## config.mk

```make
export PLATFORM = sky130hd
export DESIGN_NAME = cfh_ctl
export DESIGN_NICKNAME = d
export VERILOG_FILES = /design/src/design/cfh_pkg.sv /design/src/design/cfh_rst_if.sv /design/src/design/cfh_sync.sv /design/src/design/cfh_rstgen.sv /design/src/design/cfh_ctl.sv
export SDC_FILE = /design/constraint.sdc
export NUM_CORES = 1
export LEC_CHECK = 0
export BUFFER_PORTS_ARGS = -buffer_cell sky130_fd_sc_hd__buf_2
export CAP_MARGIN = 40
export CORE_AREA = 3 3 63 65
export CTS_CLUSTER_SIZE = 25
export DETAILED_ROUTE_END_ITERATION = 8
export DIE_AREA = 0 0 66 68
export PLACE_DENSITY = 0.68
export SYNTH_ARGS = -nofsm -noshare
export SYNTH_HDL_FRONTEND = slang
export SYNTH_HIERARCHICAL = 1
export SYNTH_SLANG_ARGS = --single-unit
```

## constraint.sdc

```tcl
create_clock -name clk -period 3.3 [get_ports clk]
set_clock_uncertainty 0.15 [all_clocks]
set_input_delay 0.33 -clock clk [delete_from_list [all_inputs] [get_ports clk]]
set_output_delay 0.33 -clock clk [all_outputs]
set_load 0.01 [all_outputs]
```

## src/design/cfh_pkg.sv

```systemverilog
// shared constants and types of the card host control block
package cfh_pkg;

  // ----------------------------------------------------------------
  // clock and timing
  // ----------------------------------------------------------------
  localparam int CLK_PERIOD_NS = 10;
  // least hold of the internal card reset
  localparam int RST_HOLD_NS = 1000;
  localparam int RST_HOLD_CYC = (RST_HOLD_NS + CLK_PERIOD_NS - 1) / CLK_PERIOD_NS;
  // least busy time after reset before ready
  localparam int BUSY_NS = 20000;
  localparam int BUSY_CYC = (BUSY_NS + CLK_PERIOD_NS - 1) / CLK_PERIOD_NS;
  localparam int CNT_W = 12;

  // ----------------------------------------------------------------
  // synchroniser
  // ----------------------------------------------------------------
  localparam int PIN_W = 3;
  localparam int PIN_RST = 0;
  localparam int PIN_ATA_SEL_N = 1;
  localparam int PIN_DMACK_N = 2;
  // idle pin levels: pulled-up inputs read high
  localparam logic [PIN_W-1:0] PIN_IDLE = 3'h7;

  // ----------------------------------------------------------------
  // output idle levels
  // ----------------------------------------------------------------
  localparam logic WAIT_IDLE = 1'h1;
  localparam logic WP_IDLE = 1'h1;
  localparam logic STROBE_IDLE = 1'h1;

  // ----------------------------------------------------------------
  // modes and reset sequencer states
  // ----------------------------------------------------------------
  typedef enum logic [1:0] {
    CFH_MODE_MEM = 2'h0,
    CFH_MODE_IO  = 2'h1,
    CFH_MODE_ATA = 2'h2
  } cfh_mode_t;

  typedef enum logic [1:0] {
    CFH_ST_RESET = 2'h0,
    CFH_ST_BUSY  = 2'h1,
    CFH_ST_READY = 2'h2
  } cfh_rst_st_t;

endpackage

```

## src/design/cfh_rst_if.sv

```systemverilog
// reset request and status between the control top and the reset sequencer
`timescale 1ns/10ps
interface cfh_rst_if;
  logic rst_req;
  logic card_rst;
  logic ready;
  logic init_done;

  modport gen (
    input rst_req,
    output card_rst,
    output ready,
    output init_done
  );

  modport ctl (
    output rst_req,
    input card_rst,
    input ready,
    input init_done
  );
endinterface

```

## src/design/cfh_sync.sv

```systemverilog
// three-stage pin synchroniser with agree filter
`timescale 1ns/10ps
module cfh_sync #(
  parameter int W = cfh_pkg::PIN_W,
  parameter logic [W-1:0] IDLE = cfh_pkg::PIN_IDLE
) (
  // clock and reset
  input wire logic clk,
  input wire logic arst_n,
  // pins in, filtered levels out
  input wire logic [W-1:0] pin,
  output logic [W-1:0] lvl
);
  import cfh_pkg::*;

  typedef struct packed {
    logic [W-1:0] q1;
    logic [W-1:0] q2;
    logic [W-1:0] q3;
    logic [W-1:0] o;
  } cfh_sync_st_t;

  cfh_sync_st_t st_ff;
  cfh_sync_st_t nxt_st;

  // ----------------------------------------------------------------
  // next state
  // ----------------------------------------------------------------
  always_comb begin
    nxt_st = st_ff;
    nxt_st.q1 = pin;
    nxt_st.q2 = st_ff.q1;
    nxt_st.q3 = st_ff.q2;
    for (int i = 0; i < W; i++) begin
      if (st_ff.q2[i] == st_ff.q3[i]) begin
        nxt_st.o[i] = st_ff.q3[i];
      end
    end
  end

  always_ff @(posedge clk or negedge arst_n) begin
    if (!arst_n) begin
      st_ff <= {IDLE, IDLE, IDLE, IDLE};
    end else begin
      st_ff <= nxt_st;
    end
  end

  assign lvl = st_ff.o;
endmodule

```

## src/design/cfh_rstgen.sv

```systemverilog
// card reset sequencer: power-up reset, hold and busy time
`timescale 1ns/10ps
module cfh_rstgen #(
  parameter int HOLD_CYC = cfh_pkg::RST_HOLD_CYC,
  parameter int BUSY_CYCLES = cfh_pkg::BUSY_CYC
) (
  // clock and reset
  input wire logic clk,
  input wire logic arst_n,
  // request and status
  cfh_rst_if.gen rif
);
  import cfh_pkg::*;

  localparam logic [CNT_W-1:0] HOLD_LAST = CNT_W'(HOLD_CYC - 1);
  localparam logic [CNT_W-1:0] BUSY_LAST = CNT_W'(BUSY_CYCLES - 1);

  typedef struct packed {
    cfh_rst_st_t state;
    logic [CNT_W-1:0] cnt;
    logic card_rst;
    logic ready;
    logic init_done;
  } cfh_rg_st_t;

  cfh_rg_st_t st_ff;
  cfh_rg_st_t nxt_st;

  // ----------------------------------------------------------------
  // sequencer
  // ----------------------------------------------------------------
  always_comb begin
    nxt_st = st_ff;
    case (st_ff.state)
      CFH_ST_RESET: begin
        if (!rif.rst_req && st_ff.cnt >= HOLD_LAST) begin
          nxt_st.state = CFH_ST_BUSY;
          nxt_st.cnt = '0;
        end else if (st_ff.cnt < HOLD_LAST) begin
          nxt_st.cnt = st_ff.cnt + CNT_W'(1);
        end
      end
      CFH_ST_BUSY: begin
        if (rif.rst_req) begin
          nxt_st.state = CFH_ST_RESET;
          nxt_st.cnt = '0;
        end else if (st_ff.cnt >= BUSY_LAST) begin
          nxt_st.state = CFH_ST_READY;
          nxt_st.cnt = '0;
        end else begin
          nxt_st.cnt = st_ff.cnt + CNT_W'(1);
        end
      end
      CFH_ST_READY: begin
        if (rif.rst_req) begin
          nxt_st.state = CFH_ST_RESET;
          nxt_st.cnt = '0;
        end
      end
      default: begin
        nxt_st.state = CFH_ST_RESET;
        nxt_st.cnt = '0;
      end
    endcase
    nxt_st.card_rst = (nxt_st.state == CFH_ST_RESET);
    nxt_st.ready = (nxt_st.state == CFH_ST_READY);
    nxt_st.init_done = (nxt_st.state == CFH_ST_READY);
  end

  always_ff @(posedge clk or negedge arst_n) begin
    if (!arst_n) begin
      st_ff <= '{state: CFH_ST_RESET, cnt: '0, card_rst: 1'h1, ready: 1'h0, init_done: 1'h0};
    end else begin
      st_ff <= nxt_st;
    end
  end

  assign rif.card_rst = st_ff.card_rst;
  assign rif.ready = st_ff.ready;
  assign rif.init_done = st_ff.init_done;
endmodule

```

## src/design/cfh_ctl.sv

```systemverilog
// host port control and status signalling of the card
// Functional notes
// - ignore DMA acknowledge unless DMA active
// - memory/IO modes: reset while pin high
// - reset pin high from power-up ignored
// - soft reset bit resets like pin
// - ATA mode: reset pin active low
// - wait low stretches host cycle
// - ATA non-UDMA: wait pin is IORDY
// - UDMA write: DDMARDY asserted, deassert pauses
// - UDMA read: strobe edges latch data
// - memory mode: write protect low after init
// - IO mode: port-width indicator low for 16-bit
// - ATA mode: 16-bit indicator low for words
// - ready low until reset processing done
`timescale 1ns/10ps
module cfh_ctl #(
  parameter int HOLD_CYC = cfh_pkg::RST_HOLD_CYC,
  parameter int BUSY_CYCLES = cfh_pkg::BUSY_CYC
) (
  // clock and reset
  input wire logic clk,
  input wire logic arst_n,
  // host pins in
  input wire logic rst_pin,
  input wire logic ata_sel_n_pin,
  input wire logic dmack_n_pin,
  // core configuration
  input wire logic cfg_io_mode,
  input wire logic cfg_soft_rst,
  // core transfer status
  input wire logic core_stretch,
  input wire logic core_port16,
  input wire logic core_word_xfer,
  // core dma status
  input wire logic dma_active,
  input wire logic udma_write,
  input wire logic udma_read,
  input wire logic udma_accept,
  input wire logic udma_send,
  // host pins out
  output logic wait_pin,
  output logic wp_pin,
  output logic ready_pin,
  // core side out
  output logic card_rst,
  output logic dma_ack,
  output logic strobe_edge,
  output cfh_pkg::cfh_mode_t mode
);
  import cfh_pkg::*;

  // ----------------------------------------------------------------
  // decode helpers
  // ----------------------------------------------------------------
  typedef enum logic [1:0] {
    CFH_UD_IDLE = 2'h0,
    CFH_UD_WRITE = 2'h1,
    CFH_UD_READ = 2'h2
  } cfh_udma_t;

  // disk-style personality
  function automatic logic is_ata(input cfh_mode_t m);
    return m == CFH_MODE_ATA;
  endfunction

  // ultra dma direction, write wins over read
  function automatic cfh_udma_t udma_phase(input cfh_mode_t m, input logic act, input logic wr, input logic rd);
    cfh_udma_t ph;
    ph = CFH_UD_IDLE;
    if (is_ata(m) && act) begin
      if (wr) begin
        ph = CFH_UD_WRITE;
      end else if (rd) begin
        ph = CFH_UD_READ;
      end
    end
    return ph;
  endfunction

  // personality from pin and configuration
  function automatic cfh_mode_t pick_mode(input logic ata, input logic io_cfg, input logic rst);
    cfh_mode_t m;
    m = CFH_MODE_MEM;
    if (ata) begin
      m = CFH_MODE_ATA;
    end else if (io_cfg && !rst) begin
      m = CFH_MODE_IO;
    end
    return m;
  endfunction

  // reset request from the host pin
  function automatic logic host_reset(input logic ata, input logic lvl, input logic armed);
    logic r;
    if (ata) begin
      r = !lvl;
    end else begin
      r = lvl && armed;
    end
    return r;
  endfunction

  function automatic logic ack_taken(input cfh_mode_t m, input logic act, input logic rst, input logic lvl);
    return is_ata(m) && act && !rst && lvl;
  endfunction

  // wait, ready or pause pin level per personality
  function automatic logic wait_level(input cfh_mode_t m, input cfh_udma_t ph, input logic stretch,
    input logic accept, input logic strobe);
    logic lvl;
    lvl = WAIT_IDLE;
    case (m)
      CFH_MODE_MEM, CFH_MODE_IO: begin
        lvl = !stretch;
      end
      CFH_MODE_ATA: begin
        if (ph == CFH_UD_WRITE) begin
          lvl = !accept;
        end else if (ph == CFH_UD_READ) begin
          lvl = strobe;
        end else begin
          lvl = !stretch;
        end
      end
      default: begin
        lvl = WAIT_IDLE;
      end
    endcase
    return lvl;
  endfunction

  // protect or width pin level per personality
  function automatic logic wp_level(input cfh_mode_t m, input logic done, input logic p16, input logic word);
    logic lvl;
    lvl = WP_IDLE;
    case (m)
      CFH_MODE_MEM: begin
        lvl = !done;
      end
      CFH_MODE_IO: begin
        lvl = !p16;
      end
      CFH_MODE_ATA: begin
        lvl = !word;
      end
      default: begin
        lvl = WP_IDLE;
      end
    endcase
    return lvl;
  endfunction

  // ----------------------------------------------------------------
  // state
  // ----------------------------------------------------------------
  typedef struct packed {
    logic armed;
    cfh_mode_t mode;
    logic wait_pin;
    logic wp_pin;
    logic dstrobe;
    logic strobe_edge;
    logic dma_ack;
  } cfh_ctl_st_t;

  cfh_ctl_st_t st_ff;
  cfh_ctl_st_t nxt_st;

  logic [PIN_W-1:0] pin_raw;
  logic [PIN_W-1:0] pin_lvl;
  logic rst_lvl;
  logic ata_lvl;
  logic dmack_lvl;
  logic in_reset;
  logic udma_rd_on;
  logic hw_rst;
  cfh_udma_t udma_ph;

  cfh_rst_if rif ();

  // ----------------------------------------------------------------
  // pin synchronisers
  // ----------------------------------------------------------------
  always_comb begin
    pin_raw = PIN_IDLE;
    pin_raw[PIN_RST] = rst_pin;
    pin_raw[PIN_ATA_SEL_N] = ata_sel_n_pin;
    pin_raw[PIN_DMACK_N] = dmack_n_pin;
  end

  cfh_sync #(
    .W(PIN_W),
    .IDLE(PIN_IDLE)
  ) u_sync (
    .clk(clk),
    .arst_n(arst_n),
    .pin(pin_raw),
    .lvl(pin_lvl)
  );

  assign rst_lvl = pin_lvl[PIN_RST];
  assign ata_lvl = !pin_lvl[PIN_ATA_SEL_N];
  assign dmack_lvl = !pin_lvl[PIN_DMACK_N];

  // ----------------------------------------------------------------
  // reset request
  // ----------------------------------------------------------------
  assign hw_rst = host_reset(ata_lvl, rst_lvl, st_ff.armed);

  assign rif.rst_req = hw_rst || cfg_soft_rst;

  cfh_rstgen #(
    .HOLD_CYC(HOLD_CYC),
    .BUSY_CYCLES(BUSY_CYCLES)
  ) u_rstgen (
    .clk(clk),
    .arst_n(arst_n),
    .rif(rif)
  );

  assign in_reset = rif.card_rst;
  assign udma_ph = udma_phase(st_ff.mode, dma_active, udma_write, udma_read);
  assign udma_rd_on = (udma_ph == CFH_UD_READ);

  // ----------------------------------------------------------------
  // next state
  // ----------------------------------------------------------------
  always_comb begin
    nxt_st = st_ff;
    nxt_st.strobe_edge = 1'h0;

    // pin counts only after seen low
    if (!rst_lvl) begin
      nxt_st.armed = 1'h1;
    end

    // mode select
    nxt_st.mode = pick_mode(ata_lvl, cfg_io_mode, in_reset);

    nxt_st.dma_ack = ack_taken(st_ff.mode, dma_active, in_reset, dmack_lvl);

    // strobe idles outside UDMA read
    if (!udma_rd_on || in_reset) begin
      nxt_st.dstrobe = STROBE_IDLE;
    end else if (udma_send) begin
      nxt_st.dstrobe = !st_ff.dstrobe;
      nxt_st.strobe_edge = 1'h1;
    end

    // wait pin
    if (in_reset) begin
      nxt_st.wait_pin = WAIT_IDLE;
    end else begin
      nxt_st.wait_pin = wait_level(st_ff.mode, udma_ph, core_stretch, udma_accept, nxt_st.dstrobe);
    end

    // write protect / width indicator
    if (in_reset) begin
      nxt_st.wp_pin = WP_IDLE;
    end else begin
      nxt_st.wp_pin = wp_level(st_ff.mode, rif.init_done, core_port16, core_word_xfer);
    end
  end

  // ----------------------------------------------------------------
  // registers
  // ----------------------------------------------------------------
  always_ff @(posedge clk or negedge arst_n) begin
    if (!arst_n) begin
      st_ff <= '{armed: 1'h0, mode: CFH_MODE_MEM, wait_pin: WAIT_IDLE, wp_pin: WP_IDLE,
                 dstrobe: STROBE_IDLE, strobe_edge: 1'h0, dma_ack: 1'h0};
    end else begin
      st_ff <= nxt_st;
    end
  end

  // ----------------------------------------------------------------
  // outputs
  // ----------------------------------------------------------------
  assign wait_pin = st_ff.wait_pin;
  assign wp_pin = st_ff.wp_pin;
  assign ready_pin = rif.ready;
  assign card_rst = rif.card_rst;
  assign dma_ack = st_ff.dma_ack;
  assign strobe_edge = st_ff.strobe_edge;
  assign mode = st_ff.mode;
endmodule

```

==> results of run 1 <==
## Yosys cell counts (all sizes together)
cell type   n
a221o       1
or3         1
and4b       1
nor4        1
dfrtp      20
xnor2       7
nand4bb     1
nand2      13
nor3        4
nand3b      2
and3        1
o21bai      2
nand4b      2
nand2b      3
o21ai       4
o31ai       2
inv         4
nor2       19
a21boi      1
nor2b       2
maj3        3
a2111oi     1
a211oi      2
dfstp      16
o211ai      3
clkbuf      2
and4        1
buf         9
mux2i       1
xor2        1
nand3       8
a31oi       2
nand4       2
a21oi       7
and2        1
nor4b       1
a311oi      1
ha          1
## worst paths after layout
path / startpoint / to / slack, ns / depth (start not counted)
max reg2reg: u_sync/lvl[1] / u_rstgen/st_ff[13] / 0.82 / 8
max in group asynchronous: arst_n / u_rstgen/st_ff[13] / 2.07 / 2
max: u_sync/lvl[1] / u_rstgen/st_ff[13] / 0.82 / 8
min reg2reg: u_sync/nxt_st[8] / u_sync/nxt_st[5] / 0.21 / 0
min in group asynchronous: arst_n / mode[0] / 0.44 / 2
min: cfg_io_mode / mode[0] / 0.05 / 3
## layer usage
layer / global-route usage [%] / share of wire (%)
met4: 6.85 / 1.6
met3: 5.09 / 5.1
met2: 27.2 / 48
met5: 0 / 0
met1: 19.8 / 45
## flip-flops by register name, summed over array words and instances, names as in the netlist
name                    count
wait_pin                    1
u_rstgen/rif.init_done      1
strobe_edge                 1
st_ff                       2
mode                        2
dma_ack                     1
u_sync/lvl                  3
u_sync/nxt_st               6
wp_pin                      1
u_rstgen/st_ff             14
u_sync/st_ff                3
u_rstgen/rif.card_rst       1
## cell type report
| class | count | area share (%) |
|---|---|---|
| flip-flops and latches | 36 | 47.9 |
| multi-input cells | 102 | 36.3 |
| repair buffers | 26 | 7.81 |
| well taps | 46 | 2.99 |
| clock inverters | 3 | 2.21 |
| clock buffers | 5 | 1.95 |
| inverters | 4 | 0.781 |
## power by group
group / internal [mW] / switching [mW] / total (mW) / leakage, nW
Clock: 0.158 / 0.153 / 0.311 / 0.0412
Combinational: 0.130 / 0.175 / 0.305 / 0.322
Sequential: 0.511 / 0.0923 / 0.604 / 0.432
## worst reg2reg max path, delay by kind of cell (launching register included)
kind	cells	cell delay, ns
AO/OA/AOI/OAI	2	0.42
AND/OR/NAND/NOR	6	1.20
flip-flops	1	0.58
## stage by stage
step | hold WS, ns | cells | setup slack [ns] | util (%)
floorplan | -0.116 | 153 | 1.22 | -
global placement | 0.197 | 210 | 0.931 | 53.2
detailed placement | 0.198 | 210 | 0.856 | 53.2
CTS | 0.0416 | 222 | 0.847 | 56.7
global route | 0.0470 | 222 | 0.534 | 56.7
finish | 0.0531 | 222 | 0.823 | 56.7
## cells by family after synthesis
kind of cell    Yosys count  share of synthesized area (%)
xor+xnor                  8                           4.10
flops                    36                           53.9
buf+inv                  15                           5.27
simple gates             63                           20.6
compound gates           26                           12.9
fa+ha+maj                 4                           2.71
mux                       1                          0.586
==> flow_metrics.env, run 1 <==
export IMPL_status="finished clean"
export IMPL_power_density_nw_per_um2=634
export IMPL_worstHoldPathType="primary input to register"
export IMPL_grt_overflow=0
export IMPL_synth_top_area_share_pct=29.3
export IMPL_mostFrequentLayoutCell="buf_2"
export IMPL_netlist_top_cells_area="dfrtp_1 (29%), dfstp_2 (25%), nor2_1 (3.7%)"
export IMPL_cts_resized=0
export IMPL_layout_common_cells="buf_2 (22), dfrtp_1 (20), nor2_1 (17)"
export IMPL_drtIter0Drc=50
export IMPL_post_cts_setup_buffer_count=0
export IMPL_synthesis_nets=169
export IMPL_io_buffers=22
export IMPL_fin_crit_sh_pct=75.1
export IMPL_syn_inst=153
export IMPL_cts_sinks=36
export IMPL_diodes=0
export IMPL_fill_cells=286
export IMPL_vias=1190
export IMPL_multiInputGateArea_um2=698
export IMPL_crit_fanout=11
export IMPL_htree_levels=2
export IMPL_required_ns=3.37
export IMPL_grt_start_max_net_pins=37
export IMPL_startpoint_type="register"
export IMPL_synth_seq_cells=36
export IMPL_antenna_found_initial=0
export IMPL_placed_cell_area_um2=1800
export IMPL_power_mw=1.22
export IMPL_seqCellArea_um2=921
export IMPL_setup_violations=0
export IMPL_grt_pass1_wl_um=5510
export IMPL_tns_ns=0
export IMPL_rows=21
export IMPL_path_delay_family="simple AND/OR/NAND/NOR gates"
export IMPL_drc=0
export IMPL_rsz0062_at_grt="no"
export IMPL_period_needed_ns=2.48
export IMPL_crit_arrival_ns=2.54
export IMPL_io_pins=23
export IMPL_path_buf_inv=0
export IMPL_drive_above_1_share_pct=34.7
export IMPL_ir_drop_mv=0.328
export IMPL_crit_type="register to register"
export IMPL_ys_types=46
export IMPL_ctsLongestPathBuffers=2
export IMPL_die_w_um=66
export IMPL_path_cells="nor2_1 -> nor2_1 -> nand2_1 -> and2_1 -> nor3_2 -> a211oi_2 -> a31oi_1 -> nor2_1"
export IMPL_via_per_inst=5.36
export IMPL_area_growth_pct=12.4
export IMPL_crit_slowest_cell="nor3_2"
export IMPL_grt_pass1_vias=1239
export IMPL_max_stage_delay_ns=0.66
export IMPL_ys_warn_count=6
export IMPL_die_h_um=68
export IMPL_worst_slew_pin_transition_ns=0.866
export IMPL_ant_nets=0
export IMPL_max_cap_violations=0
export IMPL_cts_root_buf="clkbuf_4"
export IMPL_cp_end_kind="register"
export IMPL_first_pass_iters=4
export IMPL_wl_um=3020
export IMPL_cts_inserted_buffers=5
export IMPL_finalWeightedCongestion=0.826
export IMPL_grtUsageTotal_pct=16.3
export IMPL_wl_per_cell_um=13.6
export IMPL_cts_tree="yes"
export IMPL_insertion_delay_ns=0.34
export IMPL_hold_buffers=4
export IMPL_synth_seq_area_share_pct=53.9
export IMPL_nNetsFinal=191
export IMPL_leakagePower_nw=0.795
export IMPL_maxClockFrequency_mhz=404
export IMPL_hold_violations=0
export IMPL_cpMostUsedCell="nor2_1"
export IMPL_start_util_pct=50.4
export IMPL_synth_area_leader_cell="dfrtp_1"
export IMPL_postLayoutCellArea_um2=1920
export IMPL_core_region_area_um2=3390
export IMPL_dp_hpwl_um=2090
export IMPL_netlist_area_um2=1710
export IMPL_clk_pin_slew_worst_paths_ns=0.11
export IMPL_max_slew_margin_pct=42.0
export IMPL_die_area_um2=4490
export IMPL_syn_avg_cell_area_um2=11.2
export IMPL_maxSlewViolCount=0
(Power assumes the default switching activity.)
==> inputs of run 2 (changes only) <==
--- a/config.mk
+++ b/config.mk
@@ -5,12 +5,13 @@
 export SDC_FILE = /design/constraint.sdc
 export NUM_CORES = 1
 export LEC_CHECK = 0
+export ABC_AREA = 1
 export BUFFER_PORTS_ARGS = -buffer_cell sky130_fd_sc_hd__buf_2
 export CAP_MARGIN = 40
-export CORE_AREA = 3 3 63 65
+export CORE_AREA = 3 3 64 66
 export CTS_CLUSTER_SIZE = 25
 export DETAILED_ROUTE_END_ITERATION = 8
-export DIE_AREA = 0 0 66 68
+export DIE_AREA = 0 0 67 69
 export PLACE_DENSITY = 0.68
 export SYNTH_ARGS = -nofsm -noshare
 export SYNTH_HDL_FRONTEND = slang
==> constraint.sdc (replaced) <==
create_clock -name clk -period 2.5 [get_ports clk]
set_clock_uncertainty 0.15 [all_clocks]
set_input_delay 0.25 -clock clk [delete_from_list [all_inputs] [get_ports clk]]
set_output_delay 0.25 -clock clk [all_outputs]
set_load 0.01 [all_outputs]
==> run 2 against run 1 <==
Die area up 3.0%. Critical path depth up 2. Via count up 18%. Critical endpoint is now u_rstgen/st_ff[7]. Combinational power down 79%.
==> flow_metrics.env, run 2 <==
export IMPL_hold_start="cfg_io_mode"
export IMPL_die_w_um=67
export IMPL_cp_endpoint="u_rstgen/st_ff[7]"
export IMPL_crit_fanout=11
export IMPL_post_place_ws_ns=0.687
export IMPL_status="finished clean"
export IMPL_switching_share_pct=23.5
export IMPL_yosysMostFrequentCell="nand2_1"
export IMPL_setup_violations=0
export IMPL_diodes=0
export IMPL_maxSlewViolCount=0
export IMPL_crit_arrival_ns=1.90
export IMPL_start_util_pct=49.5
export IMPL_power_density_nw_per_um2=526
export IMPL_r2r_end="u_rstgen/st_ff[7]"
export IMPL_fin_ws_ns=0.667
export IMPL_max_slew_margin_pct=50.0
export IMPL_grt_start_max_net_pins=37
export IMPL_ctsLongestPathBuffers=2
export IMPL_cts_root_buf="clkbuf_8"
export IMPL_netlist_top_cells_area="dfrtp_1 (28%), dfstp_2 (23%), nand2_1 (14%)"
export IMPL_period_needed_ns=1.83
export IMPL_dp_hpwl_um=2420
export IMPL_antenna_found_initial=0
export IMPL_max_cap_violations=0
export IMPL_area_growth_pct=14.3
export IMPL_cp_end_kind="register"
export IMPL_regMostFlops="u_rstgen/st_ff"
export IMPL_post_cts_setup_buffer_count=0
export IMPL_insertion_delay_ns=0.28
export IMPL_synth_seq_area_share_pct=51.2
export IMPL_drive_above_1_share_pct=21.7
export IMPL_cts_tree="yes"
export IMPL_rsz0062_at_grt="no"
export IMPL_synth_top_area_share_pct=27.8
export IMPL_worstHoldPathType="primary input to register"
export IMPL_cts_sinks=36
export IMPL_ys_types=25
export IMPL_required_ns=2.57
export IMPL_drc=0
export IMPL_via_per_inst=4.65
export IMPL_hold_violations=0
export IMPL_grt_pass1_wl_um=5780
export IMPL_grtUsageTotal_pct=16.1
export IMPL_largest_reg_flops=14
export IMPL_synthesis_nets=242
export IMPL_leakagePower_nw=1.10
export IMPL_netlist_area_um2=1800
export IMPL_max_stage_delay_ns=0.57
export IMPL_startpoint="u_sync/lvl[1]"
export IMPL_startpoint_type="register"
export IMPL_power_switching_uw=254
export IMPL_cpMostUsedCell="nand2_1"
export IMPL_grt_overflow=0
export IMPL_grt_pass1_vias=1342
export IMPL_die_h_um=69
export IMPL_p_int_uw=827
export IMPL_clk_pin_slew_worst_paths_ns=0.07
export IMPL_ir_drop_mv=0.355
export IMPL_synthTopCellsByCount="nand2_1 (69), nor2_1 (34), inv_1 (29)"
export IMPL_finalWeightedCongestion=0.911
export IMPL_vias=1405
export IMPL_io_buffers=22
export IMPL_nNetsFinal=269
export IMPL_path_cells="nor2_1 -> nor2_1 -> nand2_1 -> inv_1 -> nand2_4 -> nand2_8 -> inv_2 -> nand2_1 -> nand2_1 -> nor2_2"
export IMPL_io_pins=23
export IMPL_core_region_area_um2=3630
export IMPL_seqPwrFrac_pct=57.3
export IMPL_mostFrequentLayoutCell="nand2_1"
export IMPL_drtIter0Drc=92
export IMPL_tns_ns=0
export IMPL_first_pass_iters=4
export IMPL_r2r_cells=10
export IMPL_synth_edf_count=0
export IMPL_worstReg2RegStart="u_sync/lvl[1]"
export IMPL_synth_area_leader_cell="dfrtp_1"
export IMPL_syn_inst=226
export IMPL_crit_type="register to register"
export IMPL_cts_inserted_buffers=5
export IMPL_htree_levels=2
export IMPL_worst_slew_pin_transition_ns=0.750
export IMPL_crit_slowest_cell="dfstp_2"
export IMPL_r2r_setup_slack_ns=0.67
export IMPL_syn_avg_cell_area_um2=7.96
export IMPL_clkPwrFrac_pct=36.8
export IMPL_combPwrFrac_pct=5.9
export IMPL_ys_warn_count=6
export IMPL_fin_crit_sh_pct=73.3
export IMPL_die_area_um2=4620
export IMPL_wl_per_cell_um=10.8
export IMPL_ys_flop_type="dfrtp_1"
export IMPL_rows=22
export IMPL_ant_nets=0
export IMPL_wl_um=3270
export IMPL_maxClockFrequency_mhz=546
export IMPL_synth_seq_cells=36
export IMPL_async_flop_share_pct=100
export IMPL_layout_common_cells="nand2_1 (69), nor2_1 (34), inv_1 (29)"
[run 2: cell types whose count changed after synthesis, sizes merged, moves of 4 or more]
cell / previous run / this run
nand2: 13 / 73
inv: 4 / 30
nor2: 19 / 36
nand3: 8 / 22
xnor2: 7 / 0
nand4: 2 / 7
a21oi: 7 / 3
[run 2: what timing repair did]
item                                    in CTS  in global routing
endpoints found under the setup margin       0                  0
hold buffers                                 5                  0
resized for setup                            0                  0
hold endpoints to repair                    24                  0
[run 2: critical path: cells and delay by family (launching register included)]
kind / cells / cell delay (ns)
DFF: 1 / 0.57
buffers and inverters: 2 / 0.30
and+or+nand+nor: 8 / 0.74
[run 2: worst min-delay path by stage]
stage          slack [ns]               end  depth (start not counted)
6_report             0.03           mode[0]                          3
5_1_grt              0.02           mode[0]                          3
4_1_cts              0.02           mode[0]                          3
3_5_place_dp         0.20  u_sync/nxt_st[3]                          0
3_3_place_gp         0.20  u_sync/nxt_st[5]                          0
2_1_floorplan       -0.20           dma_ack                          0
[run 2: metal layers]
metal  vias to the layer above  part of all wire [%]  GRT usage [%]
met4                         0                   1.5           5.18
met2                        27                    45           24.7
met5                         -                     0              0
li1                        747                     -              -
met1                       626                    49           21.6
met3                         5                   5.1           4.72
[run 2: final cells by class]
cell class | count | area, um^2
Sequential cell | 36 | 921
Fill cell | 355 | 1580
Inverter | 30 | 113
Tap cell | 48 | 60.1
Timing Repair Buffer | 27 | 160
Clock inverter | 3 | 18.8
Multi-Input combinational cell | 153 | 714
Clock buffer | 5 | 68.8
[run 2: cells by family (layout without fill, tap and decap cells)]
kind of cell,after synthesis,after routing,share of synthesized area [%]
adders and majority gates,1,1,0.696
AOI/OAI and AO/OA,6,6,1.81
and+or+nand+nor,144,144,36.3
xor gates and xnor gates,2,2,0.974
DFF,36,36,51.2
buffers and inverters,37,65,9.05
[run 2: power groups by stage]
stage | clock network [mW] | logic [mW] | registers [mW]
detailed placement | 0 | 0.0598 | 0.629
global placement | 0 | 0.0588 | 0.628
CTS | 0.418 | 0.0660 | 0.619
floorplan | 0 | 0.0413 | 0.624
global route | 0.444 | 0.0744 | 0.621
finish | 0.398 | 0.0643 | 0.619
[run 2: through the flow]
step	util [%]	power [mW]	std cells	cell area [um^2]	hold WS, ns
final	56.6	1.08	302	2060	0.0289
after global placement	52.8	0.687	289	1920	0.196
after floorplan	-	0.665	226	1800	-0.196
after CTS	56.6	1.10	302	2060	0.0178
after global routing	56.6	1.14	302	2060	0.0160
after detailed placement	52.8	0.689	289	1920	0.199
==> inputs of run 3 (changes only) <==
--- a/config.mk
+++ b/config.mk
@@ -5,13 +5,13 @@
 export SDC_FILE = /design/constraint.sdc
 export NUM_CORES = 1
 export LEC_CHECK = 0
-export ABC_AREA = 1
+export ABC_AREA = 0
 export BUFFER_PORTS_ARGS = -buffer_cell sky130_fd_sc_hd__buf_2
 export CAP_MARGIN = 40
-export CORE_AREA = 3 3 64 66
+export CORE_AREA = 3 3 63 65
 export CTS_CLUSTER_SIZE = 25
 export DETAILED_ROUTE_END_ITERATION = 8
-export DIE_AREA = 0 0 67 69
+export DIE_AREA = 0 0 66 68
 export PLACE_DENSITY = 0.68
 export SYNTH_ARGS = -nofsm -noshare
 export SYNTH_HDL_FRONTEND = slang
==> constraint.sdc (replaced) <==
create_clock -name clk -period 1.8 [get_ports clk]
set_clock_uncertainty 0.15 [all_clocks]
set_input_delay 0.18 -clock clk [delete_from_list [all_inputs] [get_ports clk]]
set_output_delay 0.18 -clock clk [all_outputs]
set_load 0.01 [all_outputs]
==> run 3 against run 2 <==
The flow now finishes with violations (setup timing). Flip-flop and latch count is the same. Largest power group unchanged. Fmax down 6.7%. Core utilization grew 12 points. Routed wire length increased by 11%. Worst setup slack worse by 0.83 ns. Global-route usage up 2.6 points.
==> flow_metrics.env, run 3 (synthesis results as in run 1) <==
export IMPL_max_cap_violations=0
export IMPL_io_buffers=22
export IMPL_status="finished with violations"
export IMPL_wl_um=3640
export IMPL_fin_hold_ws_ns=0.0155
export IMPL_crit_type="register to register"
export IMPL_worstHoldPathType="primary input to register"
export IMPL_maxSlewViolCount=0
export IMPL_fin_ws_ns=-0.165
export IMPL_cp_end_kind="register"
export IMPL_post_place_ws_ns=-0.265
export IMPL_cts_inserted_buffers=5
export IMPL_power_mw=2.53
export IMPL_htree_levels=2
export IMPL_ir_drop_mv=0.536
export IMPL_nNetsFinal=224
export IMPL_tns_ns=-1.54
export IMPL_layout_common_cells="buf_4 (24), buf_2 (22), dfrtp_1 (20)"
export IMPL_postLayoutCellArea_um2=2340
export IMPL_antenna_found_initial=0
export IMPL_cts_root_buf="clkbuf_4"
export IMPL_placed_cell_area_um2=2030
export IMPL_first_pass_iters=4
export IMPL_ant_nets=0
export IMPL_rsz0062_at_grt="yes"
export IMPL_core_region_area_um2=3390
export IMPL_required_ns=1.89
export IMPL_setup_violations=12
export IMPL_crit_fanout=11
export IMPL_mostFrequentLayoutCell="buf_4"
export IMPL_power_density_nw_per_um2=1080
export IMPL_grt_pass1_wl_um=6180
export IMPL_start_util_pct=50.4
export IMPL_io_pins=23
export IMPL_fin_crit_sh_pct=109
export IMPL_drc=0
export IMPL_fill_cells=263
export IMPL_ctsLongestPathBuffers=2
export IMPL_max_slew_margin_pct=70.7
export IMPL_drive_above_1_share_pct=51.2
export IMPL_grt_overflow=0
export IMPL_maxClockFrequency_mhz=509
export IMPL_finalWeightedCongestion=0.869
export IMPL_crit_arrival_ns=2.06
export IMPL_die_w_um=66
export IMPL_die_h_um=68
export IMPL_worst_slew_pin_transition_ns=0.439
export IMPL_diodes=0
export IMPL_startpoint_type="register"
export IMPL_wl_per_cell_um=14.3
export IMPL_drtIter0Drc=90
export IMPL_cts_tree="yes"
export IMPL_seqCellArea_um2=921
export IMPL_clk_pin_slew_worst_paths_ns=0.11
export IMPL_cts_sinks=36
export IMPL_regMostFlops="u_rstgen/st_ff"
export IMPL_hold_violations=0
export IMPL_multiInputGateArea_um2=823
export IMPL_grt_start_max_net_pins=37
export IMPL_vias=1320
export IMPL_grtUsageTotal_pct=18.7
export IMPL_period_needed_ns=1.96
export IMPL_rows=21
export IMPL_largest_reg_flops=14
export IMPL_dp_hpwl_um=2460
export IMPL_failed_checks="setup timing"
export IMPL_via_per_inst=5.18
export IMPL_die_area_um2=4490
export IMPL_insertion_delay_ns=0.34
export IMPL_grt_pass1_vias=1381
export IMPL_area_growth_pct=36.9
export IMPL_leakagePower_nw=0.990
==> run 3: path summary, 6_finish.rpt <==
kind	cells after the start	end	slack (ns)	startpoint
min in group asynchronous	3	u_rstgen/st_ff[9]	0.25	arst_n
worst min register to register	0	u_sync/nxt_st[5]	0.21	u_sync/nxt_st[8]
max in group asynchronous	3	u_sync/nxt_st[5]	0.91	arst_n
worst max register to register	9	u_rstgen/st_ff[11]	-0.16	u_sync/lvl[0]
worst min-delay path	4	wp_pin	0.02	core_port16
worst max-delay path	9	u_rstgen/st_ff[11]	-0.16	u_sync/lvl[0]
==> run 3: final cells by class <==
| cell class | count | area share (%) |
|---|---|---|
| flip-flops and latches | 36 | 39.4 |
| multi-input cells | 102 | 35.2 |
| repair buffers | 59 | 19.9 |
| well taps | 46 | 2.46 |
| clock buffers | 5 | 1.60 |
| clock inverters | 3 | 0.802 |
| inverters | 4 | 0.642 |
==> run 3: worst max-delay path, cell delays in order, from the launching register on <==
cell and delay, ns:
dfstp_2 0.57, nor2_2 0.04, nor2_1 0.10, nand2_2 0.10
nor2_4 0.16, nor3_4 0.06, buf_12 0.16, a2111oi_4 0.30
xnor2_1 0.18, nor2_2 0.04
==> run 3: report_power, final <==
part           total, mW  leakage [nW]  internal [mW]  switching [mW]
registers           1.06         0.432          0.938           0.122
logic               1.05         0.523          0.538           0.509
clock network      0.421        0.0349          0.150           0.271
total               2.53         0.990           1.63           0.902
==> run 3: metal layers <==
metal | track usage (%) | share of wire (%)
met5 | 0 | 0
met4 | 8.88 | 2.0
met3 | 4.93 | 4.5
met2 | 31.5 | 50
met1 | 22.3 | 44
==> run 3: per-stage QoR <==
stage	utilization [%]	cells
floorplan	-	153
global placement	59.8	234
detailed placement	59.8	234
CTS	66.0	253
global route	69.0	255
finish	69.0	255
==> run 3: timing repair <==
| item | in CTS | in global routing |
|---|---|---|
| cloned | 0 | 1 |
| hold endpoints to repair | 26 | 0 |
| setup buffers | 3 | 2 |
| pin swaps | 3 | 12 |
| resized for setup | 7 | 15 |
| hold buffers | 8 | 0 |
| setup endpoints to repair | 12 | 14 |
